**src/shared/byte_exec_map.svh**
```systemverilog
// opcode prefixes, field positions, reset values and phase timing for the byte executor
`ifndef BYTE_EXEC_MAP_SVH
`define BYTE_EXEC_MAP_SVH

// upper-byte opcode prefixes
`define OPC_BANK_LITERAL_LOAD  8'h01
`define OPC_ACC_LITERAL_LOAD   8'h0e
`define OPC_LITERAL_MULTIPLY   8'h0d
// acc_store_to_file: upper seven bits 0110 111, bit 8 is the access selector
`define OPC_ACC_STORE_TO_FILE  7'h37
// mem_to_mem_move word prefixes (top nibble)
`define OPC_MOVE_SRC_WORD      4'hc
`define OPC_MOVE_DST_WORD      4'hf

// field positions inside an instruction word
`define FLD_OPC_HI             15
`define FLD_OPC_LO             8
`define FLD_ACCESS_SEL         8
`define FLD_NIB_HI             15
`define FLD_NIB_LO             12
`define FLD_ADDR12_HI          11
`define FLD_LIT_HI             7

// access bank split: low offsets map to bank 0, the rest to the top bank
`define ACCESS_SPLIT           8'h80
`define ACCESS_LOW_BANK        4'h0
`define ACCESS_HIGH_BANK       4'hf

// reset values
`define RST_ACC                8'h00
`define RST_BANK_SEL           8'h00
`define RST_PRODUCT            8'h00

// clocks per instruction cycle (four phases)
`define PHASES_PER_CYCLE       4

`endif

```
**src/shared/byte_exec_pkg.sv**
```systemverilog
// types shared by the byte executor and its phase sequencer
package byte_exec_pkg;

    // one instruction cycle, one clock per phase
    typedef enum logic [1:0] {
        PH_DECODE,
        PH_READ,
        PH_PROCESS,
        PH_WRITE
    } phase_t;

    // decoded operation held for the current instruction cycle
    typedef enum logic [2:0] {
        OP_NONE,
        OP_BANK_LOAD,
        OP_ACC_LOAD,
        OP_ACC_STORE,
        OP_MULTIPLY,
        OP_MOVE_SRC,
        OP_MOVE_DST
    } op_t;

    // sequencing of the two-word move
    typedef enum logic [1:0] {
        MV_IDLE,
        MV_WAIT_DST,
        MV_HAVE_DST
    } move_state_t;

    // data memory port bundle
    typedef struct packed {
        logic        rdEn;
        logic [11:0] rdAddr;
        logic        wrEn;
        logic [11:0] wrAddr;
        logic [7:0]  wrData;
    } mem_port_t;

    // architectural registers owned by this slice
    typedef struct packed {
        logic [7:0] acc;
        logic [7:0] bankSel;
        logic [7:0] productHigh;
        logic [7:0] productLow;
    } arch_regs_t;

endpackage : byte_exec_pkg

```
**src/design/quad_phase_seq.sv**
```systemverilog
// four-phase sequencer: one clock per phase of the instruction cycle
module quad_phase_seq (
    input  wire logic                  clk,
    input  wire logic                  rst,
    output byte_exec_pkg::phase_t      phase
);

    typedef struct packed {
        byte_exec_pkg::phase_t phase;
    } seq_state_t;

    seq_state_t state_r;
    seq_state_t state_nxt;

    // free-running decode, read, process, write rotation
    always_comb begin
        state_nxt = state_r;
        unique case (state_r.phase)
            byte_exec_pkg::PH_DECODE:  state_nxt.phase = byte_exec_pkg::PH_READ;
            byte_exec_pkg::PH_READ:    state_nxt.phase = byte_exec_pkg::PH_PROCESS;
            byte_exec_pkg::PH_PROCESS: state_nxt.phase = byte_exec_pkg::PH_WRITE;
            byte_exec_pkg::PH_WRITE:   state_nxt.phase = byte_exec_pkg::PH_DECODE;
        endcase
    end

    always_ff @(posedge clk or posedge rst) begin
        if (rst) begin
            state_r.phase <= byte_exec_pkg::PH_DECODE;
        end else begin
            state_r <= state_nxt;
        end
    end

    assign phase = state_r.phase;

endmodule : quad_phase_seq

```
**src/design/byte_move_multiply_exec.sv**
```systemverilog
// executor for the move, literal load, store and literal multiply instruction slice
`include "byte_exec_map.svh"

// the core feeds one word per decode phase; results appear in the write phase of
// the same instruction cycle, memory writes as one-clock strobes in that phase
module byte_move_multiply_exec (
    input  wire logic                       clk,
    input  wire logic                       rst,
    input  wire logic [15:0]                instrWord,
    input  wire logic                       instrValid,
    input  wire logic [7:0]                 memRdData,
    output byte_exec_pkg::phase_t           phase,
    output logic                            instrTaken,
    output logic                            moveWaiting,
    output logic                            statusWrEn,
    output byte_exec_pkg::arch_regs_t       regs,
    output byte_exec_pkg::mem_port_t        mem
);

    // whole module state in one record
    // moveWait repeats a state decode so that its port leaves a flip-flop directly
    typedef struct packed {
        byte_exec_pkg::op_t         op;
        byte_exec_pkg::move_state_t mvState;
        logic [15:0]                word;
        logic [7:0]                 moveData;
        logic                       taken;
        logic                       moveWait;
        logic                       statusWr;
        byte_exec_pkg::arch_regs_t  regs;
        byte_exec_pkg::mem_port_t   mem;
    } exec_state_t;

    exec_state_t state_r;
    exec_state_t state_nxt;

    // decoded in decode phase from the incoming word
    byte_exec_pkg::op_t decodedOp;
    logic [15:0]        product;

    // phase rotation lives in its own small module; the phase port is its flip-flop
    quad_phase_seq phaseSeq (
        .clk   (clk),
        .rst   (rst),
        .phase (phase)
    );

    // decode priority: a move destination word is only meaningful while a move waits;
    // outside a move a lone destination word falls through and decodes as nothing,
    // and inside a move any other word abandons it and still executes normally
    // classify one instruction word; move second word only matters mid-move
    function automatic byte_exec_pkg::op_t decodeWord(input logic [15:0] w,
                                                      input logic        expectDst);
        byte_exec_pkg::op_t o;
        o = byte_exec_pkg::OP_NONE;
        if (expectDst && w[`FLD_NIB_HI:`FLD_NIB_LO] == `OPC_MOVE_DST_WORD) begin
            o = byte_exec_pkg::OP_MOVE_DST;
        end else if (w[`FLD_NIB_HI:`FLD_NIB_LO] == `OPC_MOVE_SRC_WORD) begin
            o = byte_exec_pkg::OP_MOVE_SRC;
        end else if (w[`FLD_OPC_HI:`FLD_OPC_LO] == `OPC_BANK_LITERAL_LOAD) begin
            o = byte_exec_pkg::OP_BANK_LOAD;
        end else if (w[`FLD_OPC_HI:`FLD_OPC_LO] == `OPC_ACC_LITERAL_LOAD) begin
            o = byte_exec_pkg::OP_ACC_LOAD;
        end else if (w[`FLD_OPC_HI:`FLD_OPC_LO] == `OPC_LITERAL_MULTIPLY) begin
            o = byte_exec_pkg::OP_MULTIPLY;
        end else if (w[`FLD_OPC_HI:`FLD_ACCESS_SEL + 1] == `OPC_ACC_STORE_TO_FILE) begin
            o = byte_exec_pkg::OP_ACC_STORE;
        end
        return o;
    endfunction : decodeWord

    // access bank: lower half of the page maps to the bottom bank, upper half to the
    // top bank, so common registers are reachable without touching bank select
    // 8-bit file offset plus access bit to a 12-bit data address
    function automatic logic [11:0] bankedAddr(input logic [7:0] f,
                                               input logic       accessSel,
                                               input logic [7:0] bank);
        logic [11:0] a;
        if (accessSel) begin
            a = {bank[3:0], f};
        end else if (f < `ACCESS_SPLIT) begin
            a = {`ACCESS_LOW_BANK, f};
        end else begin
            a = {`ACCESS_HIGH_BANK, f};
        end
        return a;
    endfunction : bankedAddr

    assign decodedOp = decodeWord(instrWord, state_r.mvState != byte_exec_pkg::MV_IDLE);
    // the multiplier serves only this instruction, so a plain 8x8 array is cheapest;
    // it sees the accumulator as it stands at the process edge, which already holds
    // any load made by the instruction just before
    // 8x8 unsigned fits exactly in 16 bits, no carry or overflow possible
    assign product   = 16'(state_r.regs.acc) * 16'(state_r.word[`FLD_LIT_HI:0]);

    // instruction cycle timeline, one clock per phase:
    //   decode edge  - word and its decoded operation are latched, move source read issued
    //   read edge    - only the read strobe and taken pulse drop; read data from the data memory settles meanwhile
    //   process edge - results registered, so they stand through the whole write phase
    //   write edge   - next decode begins, results stay until the next writer
    // registering on the process edge rather than the write edge costs no throughput
    // and lets the core sample results in the write phase it expects
    // limitation: memory read data must be valid by the process edge, one clock after
    // the read strobe; a slower memory would need the read phase stretched
    // a move stretched by a missing second word simply burns whole idle cycles; the
    // source byte waits in moveData, so no second read is ever needed
    // an abandoned move leaves its captured byte behind; a later move always
    // overwrites it in its own process phase before any destination can use it
    // phase-stepped execution: capture in decode, read, process, write
    always_comb begin
        state_nxt          = state_r;
        state_nxt.taken    = 1'b0;
        state_nxt.mem.rdEn = 1'b0;
        state_nxt.mem.wrEn = 1'b0;
        // no instruction in this slice ever touches status flags
        state_nxt.statusWr = 1'b0;
        unique case (phase)
            byte_exec_pkg::PH_DECODE: begin
                state_nxt.op = byte_exec_pkg::OP_NONE;
                if (instrValid) begin
                    state_nxt.taken = 1'b1;
                    state_nxt.word  = instrWord;
                    state_nxt.op    = decodedOp;
                    if (decodedOp == byte_exec_pkg::OP_MOVE_SRC) begin
                        // source read issued for the read phase
                        state_nxt.mem.rdEn   = 1'b1;
                        state_nxt.mem.rdAddr = instrWord[`FLD_ADDR12_HI:0];
                        state_nxt.mvState    = byte_exec_pkg::MV_WAIT_DST;
                    end else if (decodedOp == byte_exec_pkg::OP_MOVE_DST) begin
                        // second word: no dummy read, write comes in its last phase
                        state_nxt.mvState = byte_exec_pkg::MV_HAVE_DST;
                    end else begin
                        // anything but a destination word abandons a pending move
                        state_nxt.mvState = byte_exec_pkg::MV_IDLE;
                    end
                end
                // no word offered: a pending move stretches by whole cycles
            end
            byte_exec_pkg::PH_READ: begin
                // move source data arrives one clock after its read strobe
            end
            byte_exec_pkg::PH_PROCESS: begin
                unique case (state_r.op)
                    byte_exec_pkg::OP_MOVE_SRC: begin
                        state_nxt.moveData = memRdData;
                    end
                    byte_exec_pkg::OP_MOVE_DST: begin
                        state_nxt.mem.wrEn   = 1'b1;
                        state_nxt.mem.wrAddr = state_r.word[`FLD_ADDR12_HI:0];
                        state_nxt.mem.wrData = state_r.moveData;
                        state_nxt.mvState    = byte_exec_pkg::MV_IDLE;
                    end
                    byte_exec_pkg::OP_BANK_LOAD: begin
                        state_nxt.regs.bankSel = state_r.word[`FLD_LIT_HI:0];
                    end
                    byte_exec_pkg::OP_ACC_LOAD: begin
                        state_nxt.regs.acc = state_r.word[`FLD_LIT_HI:0];
                    end
                    byte_exec_pkg::OP_ACC_STORE: begin
                        state_nxt.mem.wrEn   = 1'b1;
                        state_nxt.mem.wrAddr = bankedAddr(state_r.word[`FLD_LIT_HI:0],
                                                          state_r.word[`FLD_ACCESS_SEL],
                                                          state_r.regs.bankSel);
                        state_nxt.mem.wrData = state_r.regs.acc;
                    end
                    byte_exec_pkg::OP_MULTIPLY: begin
                        // accumulator deliberately not assigned here
                        state_nxt.regs.productHigh = product[15:8];
                        state_nxt.regs.productLow  = product[7:0];
                    end
                    byte_exec_pkg::OP_NONE: begin
                    end
                    default: begin
                        // unused operation code: nothing to do
                    end
                endcase
            end
            byte_exec_pkg::PH_WRITE: begin
                // results are visible throughout the write phase
            end
        endcase
        // registered copy so the waiting flag comes from a flip-flop
        state_nxt.moveWait = (state_nxt.mvState == byte_exec_pkg::MV_WAIT_DST);
    end

    // asynchronous reset clears every field to a constant; the phase sequencer resets to
    // decode on the same event, so the first edge after release is always a decode edge

    always_ff @(posedge clk or posedge rst) begin
        if (rst) begin
            state_r.op               <= byte_exec_pkg::OP_NONE;
            state_r.mvState          <= byte_exec_pkg::MV_IDLE;
            state_r.word             <= 16'h0000;
            state_r.moveData         <= 8'h00;
            state_r.taken            <= 1'b0;
            state_r.moveWait         <= 1'b0;
            state_r.statusWr         <= 1'b0;
            state_r.regs.acc         <= `RST_ACC;
            state_r.regs.bankSel     <= `RST_BANK_SEL;
            state_r.regs.productHigh <= `RST_PRODUCT;
            state_r.regs.productLow  <= `RST_PRODUCT;
            state_r.mem              <= '0;
        end else begin
            state_r <= state_nxt;
        end
    end

    // outputs straight from the state record; no logic between flip-flop and port
    assign instrTaken  = state_r.taken;
    assign moveWaiting = state_r.moveWait;
    assign statusWrEn  = state_r.statusWr;
    assign regs        = state_r.regs;
    assign mem         = state_r.mem;

endmodule : byte_move_multiply_exec

```
**config.mk**
```make
export PLATFORM = sky130hd
export DESIGN_NAME = byte_move_multiply_exec
export DESIGN_NICKNAME = d
export VERILOG_FILES = /design/src/shared/byte_exec_pkg.sv /design/src/design/quad_phase_seq.sv /design/src/design/byte_move_multiply_exec.sv
export VERILOG_INCLUDE_DIRS = /design/src /design/src/shared
export SDC_FILE = /design/constraint.sdc
export NUM_CORES = 1
export LEC_CHECK = 0
export BUFFER_PORTS_ARGS = -buffer_cell sky130_fd_sc_hd__buf_2
export CORE_ASPECT_RATIO = 1.1
export CORE_MARGIN = 2
export CORE_UTILIZATION = 48
export CTS_CLUSTER_SIZE = 12
export DETAILED_ROUTE_END_ITERATION = 10
export PLACE_DENSITY = 0.69
export SLEW_MARGIN = 5
export SYNTH_ARGS = -nofsm -noshare
export SYNTH_HDL_FRONTEND = slang
export SYNTH_SLANG_ARGS = --single-unit
```
**constraint.sdc**
```tcl
create_clock -name clk -period 5.8 [get_ports clk]
set_clock_uncertainty 0.1 [all_clocks]
set_input_delay 0.29 -clock clk [delete_from_list [all_inputs] [get_ports clk]]
set_output_delay 0.29 -clock clk [all_outputs]
set_load 0.01 [all_outputs]
```
==> impl_results.md, run 1 <==
- Sink Count: 95
- Min Clock Period, post-route: 4.42 ns
- Crit share post-route: 76.2%
- Post-Synthesis Cell Area: 0.00652 sq mm
- Slack of the critical path: 1.38 ns
- Clk Latency, worst-skew pair: 0.35 ns
- Total grt overflow: 0
- Pleak: 3.67 nW
- Sequential share of the synthesized area: 36.5%
- Core box area: 0.0132 sq mm
- CP max FO: 13
- Max VDD drop: 0.158 mV
- Post-synth EDFFs: 0
- # setup viols final: 0
- Post-synth top area share: 36.5%
- Die Span Y: 126 um
- CTS resizes: 0
- Worst-path cell chain: and2_1, fa_1, fa_1, fa_1, inv_1, fa_1, inv_1, ha_1, nand2_1, o21ai_0, nand3_1, or3_1, nand3_1
- Post-CTS setup repair buffer count: 0
- Die Area: 0.0145 sq mm
- Nets: 738
- Final max-slew violation count: 0
- Crit path DAT: 4.60 ns
- CP Capture Type: flop
- CP Class: reg2reg
- Worst slack, placed: 1.42 ns
- Buffers on Ports: 96
- Outcome: completed
- Critical path data required time: 5.98 ns
- 1st-iter DRT viols: 183
- Drt drc: 0
- Initial antenna violation count: 0
- Max Freq: 226 MHz
- Pin count of the biggest net entering global routing: 49
- CP max stage delay: 0.55 ns
- Final wirelength: 13.1 mm
- CTS Buf Count: 9
- Initial core utilization: 49.3%
- Worst-margin pin slew: 1.03 ns
- H-tree levels: 3
- Tot GR Track Use: 18.8%
- DR pass1 iterations: 4
- Synth area leader: dfrtp_1
- Ant diodes: 0
- Vias per cell: 5.22
- Antenna viol nets, final: 0
- Most common cell after layout, fill and taps aside: buf_2
- WL/cell: 16.3 um
- Setup TNS: 0 ns
- Total chip power: 1.54 mW
- Hold crit path type: in2reg
- Root Driver: clkbuf_16
- Synth Net Count: 724
- Clock Path Buffers: 2
- Slowest-stage cell, CP: fa_1
- Reg clk slew, reported paths: 0.06 ns
- Most area-consuming cells after synthesis: dfrtp_1 (36%), fa_1 (11%), mux2_2 (7.9%)
- Most frequent cells in the layout: buf_2 (96), dfrtp_1 (95), inv_1 (59), nand2_1 (56), and2_1 (48)
- Synth warn: 0
- Startpoint Class: flop
- Mapped Cells: 623
- Final Wtd Congestion: 0.859
- Share of cells above drive strength 1: 28.0%
- RSZ-0062 raised after global routing: no
- CP most frequent cell: fa_1
- # Max-Cap Violations: 0
- Slew headroom: 31.6%
- Vias in the first global route: 4356
- Hold_buf cts: 1
- Dominant synthesized flop cell: dfrtp_1
- Pwr Density: 222 mW/mm^2
- Row cnt: 44
- Distinct cells, synth: 51
- Ports: 98
- CTS tree: yes
- First-pass GRT wire length: 21.4 mm
- Syn avg cell area: 10.5 sq um
- Final Hold Vio Count: 0
- Layout area overhead: 6.16%
- Die W: 115 um
- Ys async rst share: 100%
- Flops & latches, synth: 95
- Vias: 4192
- DPL Wire Length: 9.88 mm
==> Yosys cell counts, types with 3 or more instances <==
cell type	count
a21o_1	7
a21oi_1	14
a22o_1	3
a22oi_1	9
a31oi_1	4
and2_1	48
buf_1	3
buf_4	67
clkbuf_1	23
dfrtp_1	95
fa_1	36
ha_1	38
inv_1	60
mux2_2	46
mux2_4	9
nand2_1	56
nand2b_1	3
nand3_1	9
nand3b_1	3
nor2_1	10
nor2b_1	3
nor3_1	4
o211ai_1	4
o21ai_0	31
xor2_1	6
==> metal layers <==
layer,wire length [um],GRT usage [%],vias to the layer above
met4,86,4.82,0
li1,-,-,2008
met3,757,5.29,8
met2,6590,32.0,104
met5,0,0,-
met1,5650,23.4,2072
==> power by group <==
group / leakage, nW / internal (mW) / switching, mW
Sequential: 1.27 / 0.690 / 0.0405
Combinational: 2.26 / 0.0808 / 0.101
Clock: 0.147 / 0.369 / 0.255
Total: 3.67 / 1.14 / 0.396
==> worst paths after layout <==
kind	start	endpoint	slack (ns)	depth (start not counted)
min in group asynchronous	rst	mem[25]	0.44	3
hold reg to reg	regs[10]	regs[10]	0.37	2
setup / recovery	state_r[84]	regs[14]	1.38	13
setup reg to reg	state_r[84]	regs[14]	1.38	13
max in group asynchronous	rst	phaseSeq.phase[0]	4.13	4
hold / removal	memRdData[2]	state_r[71]	0.07	2
==> critical path: cells and delay by family (launching register included) <==
| family | cells | cell delay (ns) |
|---|---|---|
| AOI/OAI and AO/OA | 1 | 0.32 |
| buffers and inverters | 2 | 0.09 |
| and+or+nand+nor | 5 | 0.89 |
| DFF | 1 | 0.51 |
| adders and majority gates | 5 | 2.45 |
==> logic make-up after synthesis <==
kind of cell / synth area share [%]
buf+inv: 13.2
simple gates: 12.2
flops: 36.5
compound gates: 8.27
fa+ha+maj: 18.3
mux: 10.3
xor+xnor: 1.07
other cells: 0.0575
==> sequential cells by signal (all words and copies together) (netlist names) <==
| signal | cells |
|---|---|
| mem | 34 |
| instrTaken | 1 |
| moveWaiting | 1 |
| phaseSeq.phase | 2 |
| state_r | 25 |
| regs | 32 |
==> area by class of cell <==
class	instances	area, sq um
multi-input cells	371	3290
inverters	61	231
clock buffers	12	267
clock inverters	4	52.6
repair buffers	99	505
fillers	1199	6290
flip-flops and latches	95	2380
well taps	161	201
==> metrics by stage <==
step           hold slack, ns  util, %  instances  cell area (sq um)
2_1_floorplan           0.325        -        623               6520
3_3_place_gp            0.301     49.9        786               6590
3_5_place_dp            0.310     49.9        786               6590
4_1_cts                0.0664     52.4        803               6920
5_1_grt                0.0741     52.4        803               6920
6_report               0.0726     52.4        803               6920
(Power assumes the default switching activity.)
==> inputs of run 2 (changes only) <==
- clock period: 5.8 -> 4.1 ns (I/O delays scaled with it)
==> impl_results.md, run 2 (synthesis results as in run 1) <==
- Outcome: complete, but fails checks
- Failing checks: setup timing
- Final wirelength: 13.9 mm
- 1st-iter DRT viols: 200
- Fin area: 0.00755 sq mm
- Worst reg2reg setup slack: -0.01 ns
- Reg clk slew, reported paths: 0.07 ns
- # Max-Cap Violations: 0
- Die Span Y: 126 um
- Drt drc: 0
- Ports: 98
- Final core utilization: 57.1%
- Slew headroom: 30.8%
- Initial antenna violation count: 0
- Vias: 4482
- Max VDD drop: 0.290 mV
- Crit path DAT: 4.25 ns
- Final hold slack: 0.0119 ns
- Worst-margin pin slew: 1.04 ns
- Slack of the critical path: -0.0146 ns
- Largest regs: mem: 34 flops, regs: 32 flops, state_r: 25 flops
- Vias per cell: 5.19
- Layout area overhead: 15.8%
- Vias in the first global route: 4785
- DR pass1 iterations: 5
- Hold crit path type: in2reg
- Pwr Density: 309 mW/mm^2
- Most frequent cells in the layout: buf_2 (96), dfrtp_1 (89), nand2_1 (56), inv_1 (55), buf_4 (47)
- CTS tree: yes
- Placed insts: 819
- Ant diodes: 0
- Pleak: 3.98 nW
- DPL Wire Length: 10.2 mm
- Row cnt: 44
- Worst R2R Start: regs[28]
- Critical path data required time: 4.23 ns
- Reg2reg end: regs[13]
- Tot GR Track Use: 20.6%
- CP max FO: 6
- FF+latch area: 0.00238 sq mm
- Nets: 798
- CP Capture Point: regs[13]
- Final Wtd Congestion: 0.875
- Die Area: 0.0145 sq mm
- Final std cells w/o fill: 863
- Clock Path Buffers: 2
- Max Freq: 243 MHz
- Die W: 115 um
- CP Capture Type: flop
- Clk Latency, worst-skew pair: 0.36 ns
- # setup viols final: 1
- Max reg flops: 34
- First-pass GRT wire length: 23.4 mm
- Reg with most FFs: mem
- Critical Path Start: regs[28]
- Buffers on Ports: 96
- Antenna viol nets, final: 0
- Share of cells above drive strength 1: 36.5%
- Core box area: 0.0132 sq mm
- H-tree levels: 3
- CP Class: reg2reg
- Final max-slew violation count: 0
- Min Clock Period, post-route: 4.11 ns
- Sink Count: 95
- RSZ-0062 raised after global routing: yes
- Initial core utilization: 49.3%
- Worst slack, placed: -0.0822 ns
- CTS Buf Count: 9
- Total grt overflow: 0
- Pin count of the biggest net entering global routing: 71
- Fill cell count: 1121
- Multi-input gate area: 0.00339 sq mm
- Placed Area: 0.00686 sq mm
- Reg2Reg Depth: 13
- Startpoint Class: flop
- Crit share post-route: 100%
- Most common cell after layout, fill and taps aside: buf_2
- WL/cell: 16.1 um
- Root Driver: clkbuf_16
- Final Hold Vio Count: 0
- Total chip power: 2.33 mW
- Setup TNS: -0.0146 ns
==> run 2: cell count changes in the layout (fill, tap and decap cells not counted), moves of 4 or more <==
cell | previous run | this run
inv_2 | 1 | 5
dfrtp_1 | 95 | 89
ha_1 | 38 | 34
dlygate4sd3_1 | 1 | 13
and2_1 | 48 | 42
inv_1 | 59 | 55
and2_4 | 0 | 6
buf_4 | 2 | 47
dfrtp_2 | 0 | 6
==> run 2: area by class of cell <==
class	instances	share of cell area, %
Inverter	61	3.07
Sequential cell	95	31.6
Tap cell	161	2.67
Clock buffer	9	2.98
Multi-Input combinational cell	371	45.0
Clock inverter	7	1.51
Timing Repair Buffer	159	13.2
==> run 2: power breakdown <==
| group | switching, mW | leakage (nW) | internal, mW |
|---|---|---|---|
| Sequential | 0.0360 | 1.26 | 0.977 |
| Combinational | 0.190 | 2.55 | 0.178 |
| Clock | 0.399 | 0.165 | 0.550 |
| Total | 0.624 | 3.98 | 1.70 |
==> run 2: timing repair <==
item | 4_1_cts | 5_1_grt
endpoints found under the hold margin | 82 | 0
setup endpoints to repair | 5 | 9
pin swaps | 12 | 16
resized for setup | 14 | 20
hold buffers | 13 | 0
buffers inserted | 10 | 5
==> run 2: worst min-delay path by stage <==
stage | from | cells past startpoint | to
floorplan | instrWord[10] | 1 | mem[31]
global placement | rst | 2 | mem[33]
detailed placement | memRdData[2] | 2 | state_r[71]
CTS | instrWord[4] | 2 | mem[25]
global route | instrWord[0] | 2 | mem[21]
finish | instrWord[4] | 2 | mem[25]
==> run 2: worst max-delay path, stage by stage (launching register included) <==
cell and delay [ns]:
dfrtp_2 0.45, and2_4 0.17, fa_1 0.57, fa_1 0.47, fa_1 0.54, inv_1 0.05
fa_1 0.52, inv_2 0.05, ha_4 0.28, o211ai_1 0.10, a21o_1 0.22, a31oi_4 0.18
a31oi_1 0.11, nand3b_1 0.17
==> run 2: metal layers <==
metal	GRT usage [%]	routed length [um]
met1	26.2	5940
met2	34.3	7010
met3	4.48	661
met4	7.73	277
met5	0	0
